$ cat src/hw/epiu_pkg.sv
// Summary of operation
// An enabled line reacts to its pin even while the pin is driven as an output by this chip.
// Sense select 00 is low level, 01 any change, 10 falling edge, 11 rising edge.
// An enabled low-level line keeps its request high while the pin stays low; the code withholds it while a wake waits out its start-up time.
// Edge and change detection run only on the I/O clock, so they stop when that clock stops.
// Power-down wake on a level needs two consecutive low samples on the watchdog tick.
// A wake whose level vanished before start-up ends still wakes but raises no level request.
// Pin values are sampled first and edges are found from those samples.
// In edge or change mode a pulse longer than one clock period always gives a request.
// In low-level mode the outside driver keeps the pin low until the current instruction ends.
// Software clears a line's enable before changing its sense select.
// The enable register uses bits 3..0, resets to zero, and bits 7..4 are unused.
// An edge or change that triggers sets that line's flag.
// A line vectors only when its flag, its enable and the global enable are all one; the code also vectors an enabled low-level line on its live level.
// A flag clears when its routine runs (acknowledge) or when software writes one to it.
// A line in low-level mode holds its flag at zero.
// Each line drives a request of flag (or live low level) AND enable; acknowledge clears flag.
// Pins pass a two-stage synchroniser and successive samples are compared for edges.
package epiu_pkg;
	localparam int NUM_LINES = 4;
	localparam logic [7:0] ADDR_SENSE = 8'h00;
	localparam logic [7:0] ADDR_ENABLE = 8'h04;
	localparam logic [7:0] ADDR_FLAGS = 8'h08;
	localparam logic [7:0] ADDR_IRQ_STAT = 8'h0C;
	localparam logic [7:0] ADDR_IRQ_MASK = 8'h10;
	localparam logic [7:0] ADDR_CTRL = 8'h14;
	localparam logic [7:0] RST_SENSE = 8'h00;
	localparam logic [3:0] RST_ENABLE = 4'h0;
	localparam logic [3:0] RST_FLAGS = 4'h0;
	localparam int CTRL_GIE_BIT = 0;
	localparam int CTRL_PDOWN_BIT = 1;
	localparam int STAT_WAKE_BIT = 0;
	localparam int STAT_WAKE_NOIRQ_BIT = 1;
	localparam int STARTUP_TIME_NS = 4000;
	localparam int CLK_PERIOD_NS = 4;
	localparam int STARTUP_CYCLES = (STARTUP_TIME_NS + CLK_PERIOD_NS - 1)
		/ CLK_PERIOD_NS;
	typedef enum logic [1:0] {
		SENSE_LOW,
		SENSE_ANY,
		SENSE_FALL,
		SENSE_RISE
	} epiu_sense_t;
endpackage : epiu_pkg

$ cat src/hw/epiu_wake_if.sv
`timescale 1ns/100ps
`default_nettype none
// Signals between the line detector and the power-down wake sequencer
interface epiu_wake_if;
	logic [3:0] level_armed;
	logic [3:0] pin_low;
	logic [3:0] level_gate;
	logic wake_busy;
	modport detector (output level_armed, output pin_low,
		input level_gate, input wake_busy);
	modport sequencer (input level_armed, input pin_low,
		output level_gate, output wake_busy);
endinterface : epiu_wake_if
`default_nettype wire

$ cat src/hw/epiu_top.sv
`timescale 1ns/100ps
`default_nettype none
// External pin interrupt unit with APB register access
module epiu_top #(
	parameter int STARTUP = epiu_pkg::STARTUP_CYCLES
) (
	input wire logic ref_clk,
	input wire logic rst,
	// APB slave
	input wire logic psel,
	input wire logic penable,
	input wire logic pwrite,
	input wire logic [7:0] paddr,
	input wire logic [31:0] pwdata,
	output logic [31:0] prdata,
	output logic pready,
	output logic pslverr,
	// Pins (read back even when driven as outputs) and clock control
	input wire logic [epiu_pkg::NUM_LINES-1:0] ext_irq_pins,
	input wire logic io_clk_en,
	input wire logic wdt_tick,
	// Vectoring side
	input wire logic [epiu_pkg::NUM_LINES-1:0] irq_ack,
	output logic [epiu_pkg::NUM_LINES-1:0] irq_req,
	output logic [epiu_pkg::NUM_LINES-1:0] irq_vector,
	output logic wake_req,
	output logic irq
);
	import epiu_pkg::*;
	typedef struct packed {
		logic [3:0] sync1;
		logic [3:0] sync2;
		logic [3:0] prev;
		logic [7:0] sense;
		logic [3:0] enable;
		logic [3:0] flags;
		logic [1:0] stat;
		logic [1:0] mask;
		logic gie;
		logic pdown;
		logic [31:0] rdata;
	} epiu_state_t;
	epiu_state_t s_ff;
	epiu_state_t nxt_s;
	epiu_wake_if wk ();
	logic wake_pulse;
	logic wake_noirq;
	logic wr_en;
	logic rd_en;
	logic [3:0] edge_hit;
	logic [3:0] level_mode;
	logic [3:0] lvl_req;
	// Sense select of one line
	function automatic epiu_sense_t line_sense(input logic [7:0] sc,
		input int n);
		line_sense = epiu_sense_t'(sc[2*n +: 2]);
	endfunction : line_sense
	// Known APB offsets
	function automatic logic addr_ok(input logic [7:0] a);
		addr_ok = (a == ADDR_SENSE) || (a == ADDR_ENABLE) ||
			(a == ADDR_FLAGS) || (a == ADDR_IRQ_STAT) ||
			(a == ADDR_IRQ_MASK) || (a == ADDR_CTRL);
	endfunction : addr_ok
	// ------------------------------------------------------------
	// Wake sequencer
	// ------------------------------------------------------------
	epiu_wake #(.STARTUP(STARTUP)) u_wake (
		.ref_clk(ref_clk),
		.rst(rst),
		.power_down(s_ff.pdown),
		.wdt_tick(wdt_tick),
		.wk(wk),
		.wake_req(wake_pulse),
		.wake_noirq(wake_noirq)
	);
	// ------------------------------------------------------------
	// Edge and level detection
	// ------------------------------------------------------------
	// Compare successive synchronised samples; the I/O clock gate freezes it
	always_comb begin
		for (int n = 0; n < NUM_LINES; n++) begin
			level_mode[n] = (line_sense(s_ff.sense, n) == SENSE_LOW);
			unique case (line_sense(s_ff.sense, n))
				SENSE_LOW: edge_hit[n] = 1'b0;
				SENSE_ANY: edge_hit[n] = s_ff.sync2[n] ^ s_ff.prev[n];
				SENSE_FALL: edge_hit[n] = s_ff.prev[n] & ~s_ff.sync2[n];
				SENSE_RISE: edge_hit[n] = ~s_ff.prev[n] & s_ff.sync2[n];
			endcase
			edge_hit[n] = edge_hit[n] & io_clk_en;
		end
	end
	// Live low level, withheld while a wake waits out its start-up time
	assign lvl_req = level_mode & ~s_ff.sync2 & wk.level_gate;
	assign wk.level_armed = level_mode & s_ff.enable;
	assign wk.pin_low = ~s_ff.sync2;
	// ------------------------------------------------------------
	// Outputs
	// ------------------------------------------------------------
	// Enable gates both sources, whatever drives the pin
	assign irq_req = (s_ff.flags | lvl_req) & s_ff.enable;
	assign irq_vector = irq_req & {NUM_LINES{s_ff.gie}};
	assign irq = |(s_ff.stat & s_ff.mask);
	assign wake_req = wake_pulse;
	assign wr_en = psel & penable & pwrite;
	assign rd_en = psel & ~penable & ~pwrite;
	// Zero wait states, so the access phase always ends in one cycle
	assign pready = 1'b1;
	assign pslverr = psel & penable & ~addr_ok(paddr);
	assign prdata = s_ff.rdata;
	// ------------------------------------------------------------
	// Next state
	// ------------------------------------------------------------
	always_comb begin
		nxt_s = s_ff;
		// Pins cross from outside: two flops before any logic
		nxt_s.sync1 = ext_irq_pins;
		nxt_s.sync2 = s_ff.sync1;
		if (io_clk_en) begin
			nxt_s.prev = s_ff.sync2;
		end
		// Register writes
		if (wr_en) begin
			unique case (paddr)
				ADDR_SENSE: nxt_s.sense = pwdata[7:0];
				ADDR_ENABLE: nxt_s.enable = pwdata[3:0];
				ADDR_FLAGS: nxt_s.flags = s_ff.flags & ~pwdata[3:0];
				ADDR_IRQ_STAT: nxt_s.stat = s_ff.stat & ~pwdata[1:0];
				ADDR_IRQ_MASK: nxt_s.mask = pwdata[1:0];
				ADDR_CTRL: begin
					nxt_s.gie = pwdata[CTRL_GIE_BIT];
					nxt_s.pdown = pwdata[CTRL_PDOWN_BIT];
				end
				default: ;
			endcase
		end
		// Acknowledge from vectoring clears the flag
		nxt_s.flags = nxt_s.flags & ~irq_ack;
		// New edges set after clears so a coincident event is kept
		nxt_s.flags = nxt_s.flags | edge_hit;
		// Level lines keep no flag
		nxt_s.flags = nxt_s.flags & ~level_mode;
		// Wake ends power-down; sticky events set over a clear
		if (wake_pulse) begin
			nxt_s.pdown = 1'b0;
			nxt_s.stat[STAT_WAKE_BIT] = 1'b1;
		end
		if (wake_noirq) begin
			nxt_s.stat[STAT_WAKE_NOIRQ_BIT] = 1'b1;
		end
		// Read data captured in the setup phase, stable through access
		if (rd_en) begin
			unique case (paddr)
				ADDR_SENSE: nxt_s.rdata = {24'h000000, s_ff.sense};
				ADDR_ENABLE: nxt_s.rdata = {28'h0000000, s_ff.enable};
				ADDR_FLAGS: nxt_s.rdata = {28'h0000000, s_ff.flags};
				ADDR_IRQ_STAT: nxt_s.rdata = {30'h0, s_ff.stat};
				ADDR_IRQ_MASK: nxt_s.rdata = {30'h0, s_ff.mask};
				ADDR_CTRL: nxt_s.rdata = {29'h0, wk.wake_busy,
					s_ff.pdown, s_ff.gie};
				default: nxt_s.rdata = 32'h00000000;
			endcase
		end
	end
	// ------------------------------------------------------------
	// State register
	// ------------------------------------------------------------
	always_ff @(posedge ref_clk) begin
		if (rst) begin
			s_ff <= '0;
			s_ff.sense <= RST_SENSE;
			s_ff.enable <= RST_ENABLE;
			s_ff.flags <= RST_FLAGS;
			s_ff.sync1 <= 4'hF;
			s_ff.sync2 <= 4'hF;
			s_ff.prev <= 4'hF;
		end else begin
			s_ff <= nxt_s;
		end
	end
endmodule : epiu_top
`default_nettype wire

$ cat src/hw/epiu_wake.sv
`timescale 1ns/100ps
`default_nettype none
// Power-down wake sequencer: qualifies a low level on the watchdog tick
module epiu_wake #(
	parameter int STARTUP = epiu_pkg::STARTUP_CYCLES
) (
	input wire logic ref_clk,
	input wire logic rst,
	input wire logic power_down,
	input wire logic wdt_tick,
	epiu_wake_if.sequencer wk,
	output logic wake_req,
	output logic wake_noirq
);
	import epiu_pkg::*;
	typedef enum logic [1:0] {
		W_IDLE,
		W_ONE,
		W_START
	} epiu_wst_t;
	typedef struct packed {
		epiu_wst_t st;
		logic [15:0] cnt;
		logic wake;
		logic noirq;
	} epiu_wstate_t;
	epiu_wstate_t s_ff;
	epiu_wstate_t nxt_s;
	logic any_low;
	// A line counts only while enabled in level mode and pin low
	assign any_low = |(wk.level_armed & wk.pin_low);
	// Outside a wake, level requests pass straight through
	assign wk.level_gate = (s_ff.st == W_START) ? 4'h0 : 4'hF;
	assign wk.wake_busy = (s_ff.st != W_IDLE);
	assign wake_req = s_ff.wake;
	assign wake_noirq = s_ff.noirq;
	// Two tick samples then a start-up wait; the level is checked at the end
	always_comb begin
		nxt_s = s_ff;
		nxt_s.wake = 1'b0;
		nxt_s.noirq = 1'b0;
		unique case (s_ff.st)
			W_IDLE: begin
				if (power_down && wdt_tick && any_low) begin
					nxt_s.st = W_ONE;
				end
			end
			W_ONE: begin
				// Leaving power-down between the two ticks abandons the wake
				if (!any_low || !power_down) begin
					nxt_s.st = W_IDLE;
				end else if (wdt_tick) begin
					nxt_s.st = W_START;
					nxt_s.cnt = 16'(STARTUP);
				end
			end
			W_START: begin
				if (s_ff.cnt > 16'h0001) begin
					nxt_s.cnt = s_ff.cnt - 16'h0001;
				end else begin
					// Wake regardless; flag a lost level so software knows why
					nxt_s.st = W_IDLE;
					nxt_s.wake = 1'b1;
					nxt_s.noirq = !any_low;
				end
			end
		endcase
	end
	// State register
	always_ff @(posedge ref_clk) begin
		if (rst) begin
			s_ff <= '{st: W_IDLE, cnt: 16'h0000, wake: 1'b0, noirq: 1'b0};
		end else begin
			s_ff <= nxt_s;
		end
	end
endmodule : epiu_wake
`default_nettype wire

$ cat config.mk
export PLATFORM = sky130hd
export DESIGN_NAME = epiu_top
export DESIGN_NICKNAME = d
export VERILOG_FILES = /design/src/hw/epiu_pkg.sv /design/src/hw/epiu_wake_if.sv /design/src/hw/epiu_top.sv /design/src/hw/epiu_wake.sv
export SDC_FILE = /design/constraint.sdc
export NUM_CORES = 1
export LEC_CHECK = 0
export BUFFER_PORTS_ARGS = -buffer_cell sky130_fd_sc_hd__buf_2
export CAP_MARGIN = 20
export CORE_MARGIN = 5
export CORE_UTILIZATION = 25
export CTS_CLUSTER_SIZE = 12
export DETAILED_ROUTE_END_ITERATION = 12
export PLACE_DENSITY_LB_ADDON = 0.3
export SLEW_MARGIN = 40
export SYNTH_ARGS = -nofsm -noshare
export SYNTH_HDL_FRONTEND = slang
export SYNTH_SLANG_ARGS = --single-unit
$ cat constraint.sdc
create_clock -name ref_clk -period 6.32 [get_ports ref_clk]
set_clock_uncertainty 0.05 [all_clocks]
set_input_delay 1.264 -clock ref_clk [delete_from_list [all_inputs] [get_ports ref_clk]]
set_output_delay 1.264 -clock ref_clk [all_outputs]
set_load 0.02 [all_outputs]
==> impl_metrics.toml <==
[logic_synthesis]
syn_inst = 403
synth_top_family_by_area = "simple AND/OR/NAND/NOR gates"
synth.area.mux_share_pct = 5.805
synth_area_per_cell_um2 = 8.451
synth-simple-area-share_pct = 25.57
synthFlopType = "dfxtp_1"
ys_warn_count = 0
syn_area_um2 = 3406
ys_seq_area_share_pct = 36.44
netlist.area_leader.share_pct = 36.44
synthTopCellsByArea = "dfxtp_1, buf_4, ha_1"
synth_compound_area_share_pct = 16.09
ys_async_sr_fraction_pct = 0
synth.largest_area_cell = "dfxtp_1"
synthXorXnorAreaFrac_pct = 0
ys_seq_elements = 62
synth_edf_count = 0
synth.distinct_cells = 55
yosys.area_share.adder_pct = 4.776

[global_route]
grt_overflow = 0
grt_max_degree = 54
grt_first_pass_wirelength_um = 14170
antenna_found_initial = 0
track_usage_pct = 10.85
grt_pass1_vias = 2782

[setup_path]
timing.rr.end = "u_wake.s_ff[3]"
critPathArrivalTime_ns = 2.37
reg2reg_depth = 5
max_stage_delay_ns = 0.60
cp_max_fo = 4
regToRegStartpoint = "s_ff[53]"
crit_chain = "buf_2 > or4_1 > nor2_1 > a21oi_1 > buf_2"
slowest_stage = "or4_1"
worstPathRequired_ns = 5.01
worst-setup-path-type = "primary input to output pin"
end_kind = "output pin"
crit_path_frequent_cell = "buf_2"
rrSetupSlack_ns = 3.49
critPathLaunchType = "primary input"
path_buf_inv = 2
crit_family = "simple AND/OR/NAND/NOR gates"

[detailed_routing]
viasPerCell = 4.791
totalWireLength_um = 8662
dr.pass1.iters = 4
wire_per_inst_um = 14.02
drtIter0Drc = 180
antenna_left = 0
drc = 0
num_vias = 2961

[min_path]
hold_end = "s_ff[59]"
hp-class = "register to register"
hold_start = "nxt_s[59]"
whs_path_depth = 1

[sta]
period_share_pct = 58.22
relSlewSlack_pct = 52.86
setup_violations = 0
hold_slack_ns = 0.3551
fin_crit_ns = 3.680
fin_tns_setup_ns = 0
final_hold_viol_count = 0
slew_viol_final = 0
worst_slack_ns = 2.640
fmax_ghz = 0.2718
rsz0062_at_grt = "false"
tightestPinTransition_ns = 0.7045

[clock_network]
cts-root-buf = "clkbuf_16"
ctsHtreeMaxLevel = 3
cts_buffer_depth = 2
cts_buffers = 9
clkSinkCount = 62
clkTransAtPathRegs_ns = 0.05
cts_resized = 0
ctsHoldBuffers = 0
worstSkewPairLatency_ns = 0.33
post_cts.repair.setup_buffers = 0
tritoncts = "yes"

[run_status]
run_status = "finished, final reports clean"

[floorplan]
die_area_um2 = 16060
core_um2 = 13300
initial_core_util_pct = 25.62
num_rows = 42
io-pin-count = 99
die_w_um = 126.7
die_h_um = 126.7

[place]
hpwlAfterDp_um = 6326
portBuffers = 49
placedCellCount = 602
gp_congestion = 0.8008
dp_worst_setup_slack_ns = 2.648

[pwr]
powerDensity_nw_per_um2 = 270.9
p_leak_nw = 1.607
ir_drop_mv = 0.09943

[finish]
layout.cells.non_filler = 618
area_growth_pct = 16.97
final_core_util_pct = 29.96
nets = 505
drive_gt1_share_pct = 20.59
n_antenna_cell = 0

[run]
cap_violations = 0
[power by group]
| group | total (mW) | internal, mW | switching [mW] |
|---|---|---|---|
| logic | 0.139 | 0.0479 | 0.0908 |
| clock network | 0.518 | 0.344 | 0.174 |
| registers | 0.423 | 0.408 | 0.0143 |
[registers in the layout, summed over array words and instances (netlist names)]
register	flops
s_ff	30
u_wake.s_ff	18
prdata	8
nxt_s	4
u_wake.wake_noirq	1
u_wake.wake_req	1
[synthesized netlist by cell type (2+ instances only)]
| cell | number |
|---|---|
| nor4b_1 | 2 |
| and3_1 | 3 |
| nor2_1 | 28 |
| o211ai_1 | 5 |
| a32o_1 | 4 |
| o21ai_0 | 13 |
| dfxtp_1 | 62 |
| or2_2 | 9 |
| nor4_1 | 2 |
| or4_1 | 18 |
| mux2_2 | 2 |
| nand2_1 | 42 |
| nand4_1 | 3 |
| and2_1 | 6 |
| nand2b_1 | 3 |
| clkbuf_1 | 15 |
| a221oi_1 | 2 |
| nand3b_1 | 2 |
| o31ai_1 | 11 |
| ha_1 | 13 |
| inv_1 | 16 |
| conb_1 | 2 |
| a22oi_1 | 4 |
| a21oi_1 | 24 |
| nand4b_1 | 2 |
| or3_1 | 5 |
| or4b_2 | 5 |
| mux2i_1 | 13 |
| nor3_1 | 9 |
| buf_2 | 2 |
| buf_4 | 33 |
| a31oi_1 | 5 |
| nand3_1 | 14 |
| mux4_2 | 2 |
| o41ai_1 | 2 |
[how the worst max path moves through the flow]
stage | cells after the start | from | end
after floorplan | 3 | paddr[1] | pslverr
after global placement | 5 | paddr[1] | pslverr
after detailed placement | 5 | paddr[1] | pslverr
after CTS | 5 | paddr[1] | pslverr
after global routing | 5 | paddr[1] | pslverr
final | 5 | paddr[1] | pslverr
[placed cells by master, fill, tap and decap left out, types with 2 or more instances in the layout]
| master | Yosys | final |
|---|---|---|
| a32o_1 | 4 | 4 |
| nor4b_1 | 2 | 2 |
| a31oi_1 | 5 | 5 |
| o31ai_1 | 11 | 11 |
| ha_1 | 13 | 13 |
| or2_2 | 9 | 9 |
| nand2_1 | 42 | 42 |
| nand3b_1 | 2 | 2 |
| mux2i_1 | 13 | 13 |
| inv_1 | 16 | 16 |
| buf_4 | 33 | 2 |
| bufinv_16 | 0 | 2 |
| nor2_1 | 28 | 28 |
| and3_1 | 3 | 3 |
| nand2b_1 | 3 | 3 |
| clkinv_2 | 0 | 2 |
| clkbuf_16 | 0 | 9 |
| a21oi_1 | 24 | 24 |
| and2_1 | 6 | 5 |
| nor3_1 | 9 | 9 |
| o211ai_1 | 5 | 5 |
| dfxtp_1 | 62 | 62 |
| o41ai_1 | 2 | 2 |
| or3_1 | 5 | 5 |
| mux4_2 | 2 | 2 |
| a221oi_1 | 2 | 2 |
| o21ai_0 | 13 | 13 |
| mux2_2 | 2 | 2 |
| a22oi_1 | 4 | 4 |
| buf_2 | 2 | 49 |
| or4_1 | 18 | 18 |
| nand4_1 | 3 | 3 |
| nand4b_1 | 2 | 2 |
| conb_1 | 2 | 25 |
| nand3_1 | 14 | 14 |
| or4b_2 | 5 | 5 |
[cells by family (layout without fill, tap and decap cells)]
logic type	count (synthesis)	after routing
other cells	2	25
mux	17	17
fa+ha+maj	13	13
compound gates	82	82
buf+inv	67	83
flops	62	62
simple gates	160	160
[cell type report]
| class | count | area (um2) |
|---|---|---|
| Sequential cell | 62 | 1241 |
| Inverter | 16 | 60.06 |
| Fill cell | 1403 | 9311 |
| Timing Repair Buffer | 51 | 260.3 |
| Tap cell | 176 | 220.2 |
| Multi-Input combinational cell | 297 | 1887 |
| Clock buffer | 10 | 229.0 |
| Clock inverter | 6 | 86.33 |
[per-stage QoR]
stage | power [mW] | instance area [um2]
after floorplan | 0.5438 | 3492
after global routing | 1.137 | 3984
after global placement | 0.5622 | 3661
final | 1.079 | 3984
after detailed placement | 0.5685 | 3667
after CTS | 1.098 | 3983
[routing by layer]
metal | track usage [%] | share of wire (%) | vias to the layer above
li1 | - | - | 1470
met1 | 14.66 | 47 | 1403
met2 | 16.75 | 45 | 79
met3 | 3.321 | 6.3 | 9
met4 | 3.028 | 1.1 | 0
met5 | 0 | 0 | -
Note: power is estimated with default switching activity, not from simulation.
